## src/core/shadow_cfg.svh

```systemverilog
// Purpose: constants for the fast-side shadow and mirror control block
// Assumes: 24-bit cpu address, bank in bits 23:16, 8-bit data
// Notes: offsets are 16-bit addresses inside an i/o-enabled bank
//
// How it works
// - fast side runs fast; slow side keeps its own 1 MHz phase
// - i/o or slow-bank access waits for slow phase, then resumes fast
// - duplicated soft switches follow writes, lc bank slot also reads; reads go to slow side
// - soft switches decode only in shadow-enabled bank with io inhibit clear
// - state register reads run fast; writes take one slow cycle
// - state register writes also forwarded to slow copy; reads stay local
// - shadowed writes go to fast bank and slow bank E0 or E1
// - config bit 4 set shadows banks 00-7F, clear only 00 and 01
// - direct access to slow banks always allowed, never blocked
// - shadow bit 6 clear maps Cxxx as i/o plus second D bank
// - shadow bit 4 suppresses hi-res shadowing in odd banks only
// - shadow bit 3 disables shadowing of whole 32K video buffer
// - hi-res page 2 inhibit bit stops main and aux page 2 shadowing
// - hi-res page 1 inhibit bit stops main and aux page 1 shadowing
// - shadow bit 0 disables main and aux text page 1 shadowing
// - text page 2, 0800 to 0BFF, is never shadowed
// - shadow bits active high; shadow register cleared on reset
// - all shadow bits set stops all shadowing
// - configuration register cleared on reset
`ifndef SHADOW_CFG_SVH
`define SHADOW_CFG_SVH

// register offsets
`define SHADOW_REG_OFFSET 16'hc035
`define CONFIG_REG_OFFSET 16'hc036
`define STATE_REG_OFFSET 16'hc068

// reset values
`define SHADOW_RESET 8'h00
`define CONFIG_RESET 8'h00
`define STATE_RESET 8'h00

// shadow register fields
`define SHD_TEXT1_BIT 0
`define SHD_HIRES1_BIT 1
`define SHD_HIRES2_BIT 2
`define SHD_VIDBUF_BIT 3
`define SHD_AUXHIRES_BIT 4
`define SHD_IO_LANGCARD_INHIBIT_BIT 6

// configuration register fields
`define CFG_SCOPE_BIT 4
`define CFG_SPEED_BIT 7

// address areas
`define IO_PAGE 4'hc
`define DPAGE 4'hd
`define TEXT1_TOP 6'h01
`define TEXT2_TOP 6'h02
`define HIRES1_TOP 3'h1
`define HIRES2_TOP 3'h2
`define VIDBUF_LO 3'h1
`define VIDBUF_HI 3'h4
`define LOW_BANKS_MAX 8'h01
`define FAST_BANKS_MAX 8'h7f
`define SLOW_BANK_MAIN 8'he0
`define SLOW_BANK_AUX 8'he1
`define LC_SWITCH_PAGE 12'hc08

// soft switch slots
`define SW_COUNT 7
`define SW_LC_BANK1 6

`endif

```

## src/core/shadow_pkg.sv

```systemverilog
// Purpose: shared types of the fast-side shadow control block
// Assumes: nothing beyond the constants header
// Notes: states carry no codes
package shadow_pkg;
  typedef enum logic [2:0] {
    ST_IDLE,
    ST_FAST,
    ST_CATCH,
    ST_ALIGN,
    ST_SLOW
  } seq_state_e;
  typedef logic [7:0] byte_t;
endpackage

```

## src/core/pin_sync.sv

```systemverilog
// Purpose: two-stage synchroniser for pin inputs
// Assumes: inputs may change at any time relative to clk
// Notes: first stage feeds only the second stage
module pin_sync #(
  parameter int WIDTH = 1
) (
  // clock and reset
  input wire logic clk,
  input wire logic reset,
  // data
  input wire logic [WIDTH-1:0] pin,
  output logic [WIDTH-1:0] synced
);
  initial begin
    if (WIDTH < 1) $error("pin_sync width must be positive");
  end
  logic [WIDTH-1:0] meta_q;
  logic [WIDTH-1:0] sync_q;
  always_ff @(posedge clk or posedge reset) begin
    if (reset) begin
      meta_q <= '0;
      sync_q <= '0;
    end else begin
      meta_q <= pin;
      sync_q <= meta_q;
    end
  end
  assign synced = sync_q;
endmodule

```

## src/core/shadow_decode.sv

```systemverilog
// Purpose: decides bank scope, i/o decode and area shadowing of an access
// Assumes: bank and offset come from the cpu request
// Notes: purely combinational
`include "shadow_cfg.svh"
module shadow_decode
  import shadow_pkg::*;
(
  // access
  input wire logic [7:0] bank,
  input wire logic [15:0] offset,
  // control
  input wire byte_t shadow,
  input wire logic scope_all,
  // results
  output logic bank_shadowed,
  output logic io_space,
  output logic area_shadowed,
  output logic slow_direct
);
  logic aux;
  logic text1;
  logic text2;
  logic hires1;
  logic hires2;
  logic vidbuf;
  logic hires_ok;
  always_comb begin
    aux = bank[0];
    bank_shadowed = scope_all ? (bank <= `FAST_BANKS_MAX)
                              : (bank <= `LOW_BANKS_MAX);
    io_space = bank_shadowed && !shadow[`SHD_IO_LANGCARD_INHIBIT_BIT]
               && (offset[15:12] == `IO_PAGE);
    slow_direct = (bank == `SLOW_BANK_MAIN) || (bank == `SLOW_BANK_AUX);
    text1 = (offset[15:10] == `TEXT1_TOP);
    text2 = (offset[15:10] == `TEXT2_TOP);
    hires1 = (offset[15:13] == `HIRES1_TOP);
    hires2 = (offset[15:13] == `HIRES2_TOP);
    vidbuf = (offset[15:13] >= `VIDBUF_LO) && (offset[15:13] <= `VIDBUF_HI);
    hires_ok = !(aux && shadow[`SHD_AUXHIRES_BIT]);
    area_shadowed = 1'b0;
    if (text1 && !shadow[`SHD_TEXT1_BIT]) area_shadowed = 1'b1;
    if (hires1) area_shadowed = !shadow[`SHD_HIRES1_BIT] && hires_ok;
    if (hires2) area_shadowed = !shadow[`SHD_HIRES2_BIT] && hires_ok;
    if (vidbuf && shadow[`SHD_VIDBUF_BIT]) area_shadowed = 1'b0;
    if (vidbuf && !hires1 && !hires2) begin
      area_shadowed = !shadow[`SHD_VIDBUF_BIT];
    end
    if (text2) area_shadowed = 1'b0;
    if (!bank_shadowed || (shadow == 8'hff)) area_shadowed = 1'b0;
  end
endmodule

```

## src/core/fast_shadow_ctl.sv

```systemverilog
// Purpose: fast-side shadow, mirror and slow-cycle control
// Assumes: one request at a time held until cpu_ready; sync fast ram
// Notes: slow_phase is the slow side's cycle clock, sampled as a pin
`include "shadow_cfg.svh"
module fast_shadow_ctl
  import shadow_pkg::*;
#(
  parameter int ADDR_W = 24,
  parameter int SLOW_ADDR_W = 17
) (
  // clock and reset
  input wire logic clk,
  input wire logic reset,
  // cpu request
  input wire logic cpu_valid,
  input wire logic cpu_we,
  input wire logic [ADDR_W-1:0] cpu_addr,
  input wire byte_t cpu_wdata,
  output logic cpu_ready,
  output byte_t cpu_rdata,
  // fast ram
  output logic fram_en,
  output logic fram_we,
  output logic [ADDR_W-1:0] fram_addr,
  output byte_t fram_wdata,
  input wire byte_t fram_rdata,
  // slow side
  input wire logic slow_phase,
  output logic slow_req,
  output logic slow_we,
  output logic [SLOW_ADDR_W-1:0] slow_addr,
  output byte_t slow_wdata,
  input wire byte_t slow_rdata,
  // status
  output logic fast_speed,
  output logic [`SW_COUNT-1:0] softsw_state,
  output byte_t switch_state
);
  initial begin
    if (ADDR_W != 24) $error("cpu address must be 24 bits");
    if (SLOW_ADDR_W != 17) $error("slow address must be 17 bits");
    if (`SW_LC_BANK1 >= `SW_COUNT) $error("lc bank slot outside copies");
    if (`SHD_IO_LANGCARD_INHIBIT_BIT > 7) $error("io inhibit bit outside shadow register");
  end

  // pin inputs
  logic phase_s;
  byte_t slow_rdata_s;
  pin_sync #(.WIDTH(1)) u_phase_sync (
    .clk(clk),
    .reset(reset),
    .pin(slow_phase),
    .synced(phase_s)
  );
  pin_sync #(.WIDTH(8)) u_data_sync (
    .clk(clk),
    .reset(reset),
    .pin(slow_rdata),
    .synced(slow_rdata_s)
  );

  // state
  seq_state_e state_q, state_d;
  byte_t shadow_q, shadow_d;
  byte_t config_q, config_d;
  byte_t mirror_q, mirror_d;
  logic [`SW_COUNT-1:0] softsw_q, softsw_d;
  byte_t rdata_q, rdata_d;
  logic ready_q, ready_d;
  logic fram_en_q, fram_en_d;
  logic fram_we_q, fram_we_d;
  logic [ADDR_W-1:0] fram_addr_q, fram_addr_d;
  byte_t fram_wdata_q, fram_wdata_d;
  logic slow_req_q, slow_req_d;
  logic slow_we_q, slow_we_d;
  logic [SLOW_ADDR_W-1:0] slow_addr_q, slow_addr_d;
  byte_t slow_wdata_q, slow_wdata_d;
  logic then_slow_q, then_slow_d;
  logic drive_q, drive_d;
  logic from_slow_q, from_slow_d;
  logic phase_prev_q, phase_prev_d;
  // tick gating and registered speed status
  logic [1:0] settle_q, settle_d;
  logic speed_q, speed_d;

  // request decode
  logic [7:0] bank;
  logic [15:0] offset;
  logic bank_shadowed;
  logic io_space;
  logic area_shadowed;
  logic slow_direct;
  logic take;
  logic tick;
  logic hit_shadow;
  logic hit_config;
  logic hit_mirror;
  logic hit_lc;
  logic sw_hit;
  logic [2:0] sw_idx;
  logic paced;
  logic [15:0] fram_off;
  logic [SLOW_ADDR_W-1:0] slow_target;

  assign bank = cpu_addr[23:16];
  assign offset = cpu_addr[15:0];

  shadow_decode u_decode (
    .bank(bank),
    .offset(offset),
    .shadow(shadow_q),
    .scope_all(config_q[`CFG_SCOPE_BIT]),
    .bank_shadowed(bank_shadowed),
    .io_space(io_space),
    .area_shadowed(area_shadowed),
    .slow_direct(slow_direct)
  );

  // soft switch slot from a write address
  always_comb begin
    sw_hit = 1'b0;
    sw_idx = 3'd0;
    if (io_space) begin
      unique casez (offset)
        16'hc00?: begin
          sw_hit = (offset[3:1] != 3'd3) && (offset[3:1] < 3'd5);
          sw_idx = (offset[3:1] == 3'd4) ? 3'd3 : offset[3:1];
        end
        16'hc05?: begin
          sw_hit = (offset[3:2] == 2'd1);
          sw_idx = offset[1] ? 3'd5 : 3'd4;
        end
        default: begin
          sw_hit = 1'b0;
          sw_idx = 3'd0;
        end
      endcase
    end
  end

  always_comb begin
    // the synchroniser refills after reset; its first rise is no tick
    tick = phase_s && !phase_prev_q
           && (settle_q == 2'd3);
    take = cpu_valid && !ready_q && (state_q == ST_IDLE);
    hit_shadow = io_space && (offset == `SHADOW_REG_OFFSET);
    hit_config = io_space && (offset == `CONFIG_REG_OFFSET);
    hit_mirror = io_space && (offset == `STATE_REG_OFFSET);
    hit_lc = io_space && (offset[15:4] == `LC_SWITCH_PAGE);
    paced = !config_q[`CFG_SPEED_BIT];
    // second D bank sits in the ram displaced by the i/o page
    fram_off = offset;
    if (bank_shadowed && !shadow_q[`SHD_IO_LANGCARD_INHIBIT_BIT]
        && (offset[15:12] == `DPAGE) && softsw_q[`SW_LC_BANK1]) begin
      fram_off = {`IO_PAGE, offset[11:0]};
    end
    slow_target = {bank[0], offset};
  end

  // sequencer and registers
  always_comb begin
    state_d = state_q;
    shadow_d = shadow_q;
    config_d = config_q;
    mirror_d = mirror_q;
    softsw_d = softsw_q;
    rdata_d = rdata_q;
    ready_d = 1'b0;
    fram_en_d = 1'b0;
    fram_we_d = 1'b0;
    fram_addr_d = fram_addr_q;
    fram_wdata_d = fram_wdata_q;
    slow_req_d = slow_req_q;
    slow_we_d = slow_we_q;
    slow_addr_d = slow_addr_q;
    slow_wdata_d = slow_wdata_q;
    then_slow_d = then_slow_q;
    drive_d = drive_q;
    from_slow_d = from_slow_q;
    phase_prev_d = phase_s;
    settle_d = (settle_q == 2'd3) ? settle_q : settle_q + 2'd1;
    unique case (state_q)
      // wait for a request and route it
      ST_IDLE: begin
        if (take) begin
          slow_we_d = cpu_we;
          slow_addr_d = slow_target;
          slow_wdata_d = cpu_wdata;
          if (hit_shadow) begin
            // shadow and config registers answer at once and are not forwarded
            if (cpu_we) shadow_d = cpu_wdata;
            rdata_d = shadow_q;
            ready_d = 1'b1;
          end else if (hit_config) begin
            if (cpu_we) config_d = cpu_wdata;
            rdata_d = config_q;
            ready_d = 1'b1;
          end else if (hit_mirror) begin
            if (cpu_we) begin
              mirror_d = cpu_wdata;
              drive_d = 1'b1;
              from_slow_d = 1'b0;
              state_d = ST_ALIGN;
            end else begin
              rdata_d = mirror_q;
              ready_d = 1'b1;
            end
          end else if (io_space) begin
            // copies follow writes; the slow side answers reads
            if (cpu_we && sw_hit) begin
              softsw_d[sw_idx] = offset[0];
            end
            if (hit_lc) begin
              softsw_d[`SW_LC_BANK1] = offset[3];
            end
            drive_d = 1'b1;
            from_slow_d = !cpu_we;
            state_d = ST_ALIGN;
          end else if (slow_direct) begin
            slow_addr_d = {bank[0], offset};
            drive_d = 1'b1;
            from_slow_d = !cpu_we;
            state_d = ST_ALIGN;
          end else begin
            // plain ram; shadowed writes then copy to the slow side
            fram_en_d = 1'b1;
            fram_we_d = cpu_we;
            fram_addr_d = {bank, fram_off};
            fram_wdata_d = cpu_wdata;
            drive_d = cpu_we && area_shadowed;
            then_slow_d = (cpu_we && area_shadowed) || paced;
            from_slow_d = 1'b0;
            state_d = ST_FAST;
          end
        end
      end

      // ram access issued; data follows next cycle
      ST_FAST: begin
        state_d = ST_CATCH;
      end

      // take ram data; shadowed writes or paced accesses go slow
      ST_CATCH: begin
        rdata_d = fram_rdata;
        if (then_slow_q) begin
          then_slow_d = 1'b0;
          state_d = ST_ALIGN;
        end else begin
          ready_d = 1'b1;
          state_d = ST_IDLE;
        end
      end

      // wait for the slow cycle to begin
      ST_ALIGN: begin
        if (tick) begin
          slow_req_d = drive_q;
          state_d = ST_SLOW;
        end
      end

      // slow cycle runs until the next tick
      ST_SLOW: begin
        if (tick) begin
          if (from_slow_q) rdata_d = slow_rdata_s;
          slow_req_d = 1'b0;
          drive_d = 1'b0;
          ready_d = 1'b1;
          state_d = ST_IDLE;
        end
      end

      // unused codes fall back to idle
      default: begin
        state_d = ST_IDLE;
      end
    endcase
    // running fast unless paced, waiting for a slow cycle or inside one
    speed_d = config_d[`CFG_SPEED_BIT]
              && (state_d != ST_ALIGN) && (state_d != ST_SLOW);
  end

  always_ff @(posedge clk or posedge reset) begin
    if (reset) begin
      state_q <= ST_IDLE;
      shadow_q <= `SHADOW_RESET;
      config_q <= `CONFIG_RESET;
      mirror_q <= `STATE_RESET;
      softsw_q <= '0;
      rdata_q <= 8'h00;
      ready_q <= 1'b0;
      fram_en_q <= 1'b0;
      fram_we_q <= 1'b0;
      fram_addr_q <= '0;
      fram_wdata_q <= 8'h00;
      slow_req_q <= 1'b0;
      slow_we_q <= 1'b0;
      slow_addr_q <= '0;
      slow_wdata_q <= 8'h00;
      then_slow_q <= 1'b0;
      drive_q <= 1'b0;
      from_slow_q <= 1'b0;
      phase_prev_q <= 1'b0;
      settle_q <= 2'd0;
      speed_q <= 1'b0;
    end else begin
      state_q <= state_d;
      shadow_q <= shadow_d;
      config_q <= config_d;
      mirror_q <= mirror_d;
      softsw_q <= softsw_d;
      rdata_q <= rdata_d;
      ready_q <= ready_d;
      fram_en_q <= fram_en_d;
      fram_we_q <= fram_we_d;
      fram_addr_q <= fram_addr_d;
      fram_wdata_q <= fram_wdata_d;
      slow_req_q <= slow_req_d;
      slow_we_q <= slow_we_d;
      slow_addr_q <= slow_addr_d;
      slow_wdata_q <= slow_wdata_d;
      then_slow_q <= then_slow_d;
      drive_q <= drive_d;
      from_slow_q <= from_slow_d;
      phase_prev_q <= phase_prev_d;
      settle_q <= settle_d;
      speed_q <= speed_d;
    end
  end

  // outputs
  assign cpu_ready = ready_q;
  assign cpu_rdata = rdata_q;
  assign fram_en = fram_en_q;
  assign fram_we = fram_we_q;
  assign fram_addr = fram_addr_q;
  assign fram_wdata = fram_wdata_q;
  assign slow_req = slow_req_q;
  assign slow_we = slow_we_q;
  assign slow_addr = slow_addr_q;
  assign slow_wdata = slow_wdata_q;
  assign softsw_state = softsw_q;
  assign switch_state = mirror_q;
  assign fast_speed = speed_q;
endmodule

```

## config.mk

```make
export PLATFORM = sky130hd
export DESIGN_NAME = fast_shadow_ctl
export DESIGN_NICKNAME = d
export VERILOG_FILES = /design/src/core/shadow_pkg.sv /design/src/core/pin_sync.sv /design/src/core/shadow_decode.sv /design/src/core/fast_shadow_ctl.sv
export VERILOG_INCLUDE_DIRS = /design/src /design/src/core
export SDC_FILE = /design/constraint.sdc
export NUM_CORES = 1
export LEC_CHECK = 0
export BUFFER_PORTS_ARGS = -buffer_cell sky130_fd_sc_hd__buf_2
export CORE_ASPECT_RATIO = 0.5
export CORE_MARGIN = 4
export CORE_UTILIZATION = 45
export DETAILED_ROUTE_END_ITERATION = 12
export PLACE_DENSITY = 0.7
export SLEW_MARGIN = 20
export SYNTH_ARGS = -nofsm -noshare
export SYNTH_HDL_FRONTEND = slang
export SYNTH_SLANG_ARGS = --single-unit
```

## constraint.sdc

```tcl
create_clock -name clk -period 6.2 [get_ports clk]
set_input_delay 0.62 -clock clk [delete_from_list [all_inputs] [get_ports clk]]
set_output_delay 0.62 -clock clk [all_outputs]
set_load 0.005 [all_outputs]
```

Yosys cells after proc, flatten, opt, wreduce, memory -nomap -nowiden
Cells that the tools add are included.

Add/subtract/negate cells: 1. Muxes and demuxes: 88. $lt $le $gt $ge: 7. Eq/ne operators: 38. Reduce and logical (&&, ||, !) cells: 60. Bitwise logic cells: 5.

Operators by type and width (number): 8-bit 2-to-1 mux (12); 1-bit 2-to-1 mux (52); 16-bit == test (second input constant) (3); 12-bit == test (second input constant) (3); 7-bit AND reduction (4); 3-bit 2-to-1 mux (9); 1-bit logical AND (26); 8-bit == test (second input constant) (3); 8-bit one-hot mux with 3 select lines (1); 2-bit inequality test (second input constant) (10); 6-bit AND reduction (3); 16-bit 2-to-1 mux (1); 3-bit one-hot mux with 5 select lines (1); 1-bit zero test (13); 5-bit AND reduction (2); 3-bit by 2-bit == test with 1-bit output (second input constant) (3); 4-bit == test (second input constant) (2); 8-bit by 1-bit less-or-equal comparator with 1-bit output (second input constant) (1); 8-bit by 7-bit less-or-equal comparator with 1-bit output (second input constant) (1); 4-bit inequality test (second input constant) (2); 1-bit one-hot mux with 2 select lines (4); 2-bit nonzero test (4); 7-bit bitwise mux (1); 7-bit 2-to-1 mux (1); 24 further kinds (37).

Output and inout bits: 86. Register bits: 129.

Longest topological paths before layout
Word-level depth: 18. Gate-level depth with buffers: 9.

By module
A second synthesis with hierarchy kept.

Cell total of the unflattened synthesis: 526. Area, all modules: 5664.2 um2.

Modules (own cells, without submodules): fast_shadow_ctl (seq. area each 2777.7 um2, times used 1, area each 5067.4 um2, cells an instance 485); pin_sync (u_data_sync) (seq. area each 400.4 um2, times used 1, area each 404.1 um2, cells an instance 17); shadow_decode (seq. area each 0.0 um2, times used 1, area each 138.9 um2, cells an instance 21); pin_sync (u_phase_sync) (seq. area each 50.0 um2, times used 1, area each 53.8 um2, cells an instance 3).

Worst setup path before layout
OpenSTA, ideal clock, no wires.

Path type: in2reg. From: input cpu_addr[17]. To: register rdata_q[0], in the netlist cpu_rdata[0]. Arrival: 2.792 ns. Stages: 6. Setup slack: 3.284 ns. Cells stage by stage: or4_4 -> o41a_4 -> nor2_8 -> o21ai_4 -> a2111oi_4 -> mux2_2.

Word-level cells in the longest chain between the ends: 9. Elaborated cells on any way between the ends: 15. Classes of those cells: order compare: 2; eq/ne: 2; mux: 5; reduce/logical: 6.

RTL lines: start, declared (RTL line fast_shadow_ctl.sv:17) `input wire logic [ADDR_W-1:0] cpu_addr,`; 8-bit by 1-bit less-or-equal comparator with 1-bit output (no line) / 8-bit by 7-bit less-or-equal comparator with 1-bit output (equally long branches); 1-bit 2-to-1 mux * (RTL line shadow_decode.sv:29) `` bank_shadowed = scope_all ? (bank <= `FAST_BANKS_MAX) ``; 1-bit logical AND * (2 in series) (RTL line shadow_decode.sv:31) `` io_space = bank_shadowed && !shadow[`SHD_IO_LANGCARD_INHIBIT_BIT] ``; 1-bit logical AND (RTL line fast_shadow_ctl.sv:147) `` hit_config = io_space && (offset == `CONFIG_REG_OFFSET); ``; 8-bit 2-to-1 mux (RTL line fast_shadow_ctl.sv:194) `end else if (hit_config) begin`; 8-bit 2-to-1 mux (RTL line fast_shadow_ctl.sv:189) `if (hit_shadow) begin`; 8-bit 2-to-1 mux (RTL line fast_shadow_ctl.sv:185) `if (take) begin`; 8-bit one-hot mux with 3 select lines (RTL line fast_shadow_ctl.sv:182) `unique case (state_q)`; end signal, assigned (RTL line fast_shadow_ctl.sv:313) `rdata_q <= rdata_d;`; end, declared (RTL line fast_shadow_ctl.sv:68) `byte_t rdata_q, rdata_d;`.

Every way passes the cells marked *; elsewhere a longest branch is shown, timed or not. The select of a mux whose other input is x is not followed. A chain may end at the register's enable or synchronous reset.

Worst setup path after layout
From: register state_q[0]. To: register fram_addr_q[5], in the netlist fram_addr[5].

Word-level cells in the longest chain between the ends: 3.

RTL lines: start, declared (RTL line fast_shadow_ctl.sv:63) `seq_state_e state_q, state_d;`; start signal, assigned (RTL line fast_shadow_ctl.sv:308) `state_q <= state_d;`; 3-bit zero test * (RTL line fast_shadow_ctl.sv:145, fast_shadow_ctl.sv:182); 1-bit logical AND (RTL line fast_shadow_ctl.sv:145) `take = cpu_valid && !ready_q && (state_q == ST_IDLE);`; 7-bit AND reduction (no line) *; end signal, assigned (RTL line fast_shadow_ctl.sv:317) `fram_addr_q <= fram_addr_d;`; end, declared (RTL line fast_shadow_ctl.sv:72) `logic [ADDR_W-1:0] fram_addr_q, fram_addr_d;`.

Every way passes the cells marked *; elsewhere a longest branch is shown, timed or not.

==> impl.org <==
** Logic synthesis
- In the synthesized netlist, the number of instances is 447.
- Of the total synthesized cell area, the portion taken by XOR and XNOR cells is 0.00311.
- After synthesis, the largest family of logic cells by area is multiplexers.
- Async SR Flop Fraction :: 1.00
- Yosys warning total :: 0
- The synthesized netlist contains 60 unique library cells.
- In the synthesized netlist, the cells that appear most often are dfrtp_1 (129), mux2_2 (86), nand2_1 (48).
- Most instantiated flip-flop cell in the synthesis netlist :: dfrtp_1
- In this run, synthesis produced a sequential element count of between 100 and 150.
- Share of the yosys chip area belonging to registers :: 0.573
- Of the post-synthesis cell area, the dominant cell type holds 0.573.
- The complex-gate fraction of the synthesized area was 0.101.
- After synthesis, the share of cell area in mux cells is 0.172.
- Of the total synthesized cell area, the portion taken by AND, OR, NAND and NOR gates is 0.123.
- Area share of fa/ha/maj cells after synthesis :: 0.00400
- Largest cells by area after synthesis :: dfrtp_1 (57%), mux2_2 (17%), nand2_1 (3.2%)
- Top-count cell post-synth :: dfrtp_1
- Averaged over all synthesized cells, the footprint is ~13 µm².
- Number of synthesized flops with an enable pin :: 0
- Cell accounting for the most synthesized area :: dfrtp_1
- Synth Net Count :: 501
- Summing every instance area after synthesis gives approximately 5600 µm².

** Layout
- Antenna diode instance count :: 0
- Share of cells above drive strength 1 :: 0.451
- Area grow syn2layout :: 26.4%
- After the last flow step, the layout net total stands at 640.

** GRT
- GRT Residual Overflow :: 0
- Number of antenna violations at the first check in global routing :: 0
- Largest net degree at the start of global routing :: 74
- Number of global-route vias before repair :: approximately 4200
- The first global-routing pass estimated 23000 µm of wire.
- Overall Global Routing Usage :: 0.206

** Power and ir drop
- Leak Pwr :: 3.42 nW
- Cell internal pwr :: 0.00230 W
- Power per unit of standard cell area :: 452 nW/µm²
- Power comes to between 0.003 and 0.004 W.
- Of the total power, the share spent switching nets is 0.284.
- IR drop worst, VDD :: 0.187 mV
- Of the total power, registers draw 0.379.
- Of the total power, combinational logic draws 0.262.
- Switching power :: 0.000914 W
- The share of total power dissipated in the clock network is 0.359.

** Timing
- Fin Clk Skew :: 0.00790 ns
- Setup violations remaining at the end of the flow were counted as 0.
- Final critical-path share of the clock period :: 0.550
- Clock period minus worst slack :: roughly 3.4 ns
- Number of pins exceeding their max-slew limit in the final report :: 0
- Derived from the worst setup path, the maximum achievable clock frequency is 293 MHz.
- Post-Route Setup TNS :: 0 ns
- Headroom to the max-slew limit :: 0.379
- For the pin with the worst max-slew slack, the measured transition is between 0.9 and 1 ns.
- The worst path meets setup with 2.79 ns of slack.
- Setup repair after global routing missed its margin :: false
- The number of hold violations in the final report came to 0.

** Detailed routing
- In this run the remaining antenna-violating nets after routing total 0.
- Remaining DRCs :: 0
- After detailed routing, the number of vias per cell comes to 5.48.
- Detailed routing inserted a total of approximately 4200 vias.
- The routed design has around 14000 µm of wire.
- DRT Pass-1 Iters :: 4
- Number of DRC markers in iteration 0 :: 286
- In the final routed layout, each cell accounts on average for 18.5 µm.

** Clock network
- Sinks on Clock Net :: around 130
- Clock-pin slew on the worst setup and hold paths :: ~0.060 ns
- The longest clock path from root to sink contains 2 buffers.
- Cts hold-fix bufs :: 0
- Buffers inserted during clock tree synthesis total 17.
- Number of H-tree levels :: 4
- After clock tree synthesis, the setup repair step added 0 buffers.
- After clock tree synthesis, the repair step resized 0 gates.
- TritonCTS clock tree :: done
- Root cell of the clock tree :: clkbuf_16
- The clock reaches the later pin of the worst-skew pair after 0.42 ns.

** Placed design
- DP HPWL :: 10300 µm
- Quantity of I/O buffers inserted on ports :: ~140
- Prior to clock tree synthesis, the placed netlist has a worst setup slack of 2.80 ns.
- The congestion estimate from routability-driven global placement came to 0.906.

** Min path
- Type of the tightest min-delay check :: input port to asynchronous set/reset pin

** Flow run
- Max-cap violations in this run came to 0.

** Die
- The die is ~170 µm wide.
- Area of the die :: 14500 µm²
- I/O pin total :: ~140
- In this run the core area contains 28 standard-cell rows.
- For this configuration, the core starts out at a cell density of 0.468.
- After floorplanning, the core was sized to cover roughly 12000 µm².
- Die boundary height :: roughly 87 µm

** Worst setup path
- Sort of element at the start of the critical path :: flip-flop
- Launching point of the worst reg2reg path :: state_q[0]
- Register-to-register setup slack :: 2.79 ns
- Data on the critical path is required at its endpoint by 6.49 ns.
- Classification of the worst setup path :: flip-flop to flip-flop
- The endpoint identified for the worst register-to-register timing path is fram_addr[5].
- Of all nets on the critical path, the largest fanout is 36.
- Worst Path Arrival :: 3.70 ns
- CP Capture Type :: flip-flop
- The worst register-to-register path has a depth of 4.

** Status
- Outcome :: finished, final reports clean
power groups by stage:
stage | clock (W) | combinational, W | sequential (W)
finish | 0.00115 | 0.000843 | 0.00122
global route | 0.00122 | 0.000931 | 0.00125
CTS | 0.00117 | 0.000855 | 0.00122
detailed placement | 0 | 0.000854 | 0.00123
global placement | 0 | 0.000828 | 0.00122
floorplan | 0 | 0.000515 | 0.00122
cell usage in the layout (no fill, tap or decap), types with 9 or more instances in the layout:
master | Yosys | final
mux2_2 | 86 | 86
a22oi_1 | 12 | 12
nor3_1 | 15 | 15
o21ai_0 | 10 | 10
nor2_1 | 17 | 17
clkbuf_16 | 0 | 17
dfrtp_1 | 129 | 129
buf_2 | 6 | 138
nand2_1 | 48 | 48
nor2b_1 | 9 | 9
sequential cells by signal (all words and copies together) (netlist names), 2 cells and up:
register / cells
slow_addr: 17
fram_wdata: 8
shadow_q: 8
state_q: 3
u_data_sync.synced: 8
settle_q: 2
u_data_sync.meta_q: 8
cpu_rdata: 8
slow_wdata: 8
switch_state: 8
config_q: 8
fram_addr: 24
softsw_state: 7
per-stage QoR:
| stage | instance area, µm² | cells | utilization | hold WS (ns) |
|---|---|---|---|---|
| after global placement | 6430 | 732 | 0.535 | 0.332 |
| after global routing | 7120 | 764 | 0.592 | 0.284 |
| final | 7120 | 764 | 0.592 | 0.308 |
| after CTS | 7120 | 764 | 0.592 | 0.289 |
| after floorplan | 5630 | 447 | - | 0.331 |
| after detailed placement | 6430 | 732 | 0.535 | 0.337 |
how the worst max path moves through the flow:
stage / start / endpoint / slack (ns)
floorplan: reset / config_q[0] / 2.14
global placement: cpu_addr[8] / cpu_rdata[6] / 2.84
detailed placement: cpu_addr[8] / cpu_rdata[3] / 2.80
CTS: state_q[0] / fram_addr[8] / 2.84
global route: state_q[0] / fram_addr[5] / 2.67
finish: state_q[0] / fram_addr[5] / 2.79
cells by family (layout without fill, tap and decap cells):
family,count (synthesis),in the layout
AOI/OAI and AO/OA,72,72
xor gates and xnor gates,2,2
adders and majority gates,2,2
buffers and inverters,25,177
DFF,129,129
muxes,86,86
and+or+nand+nor,131,131
metal layers:
metal / global-route usage / wire length (µm) / vias up
met2: 0.313 / 6280 / 155
li1: - / - / 1928
met5: 0 / 0 / -
met3: 0.0535 / 986 / 18
met1: 0.288 / 6680 / 2086
met4: 0.0793 / 182 / 0
cell type report:
class / count / area [µm²]
flip-flops and latches: 129 / 3230
clock inverters: 12 / 228
well taps: 165 / 206
clock buffers: 20 / 457
repair buffers: 140 / 706
inverters: 5 / 21.3
multi-input cells: 293 / 2270
fillers: 986 / 4900
critical path, stage by stage, from the launching register on:
cell	delay [ns]
dfrtp_1	0.61
nor3_1	0.67
nand2_1	0.55
or3_2	1.02
mux2_2	0.42
(Power assumes the default switching activity.)
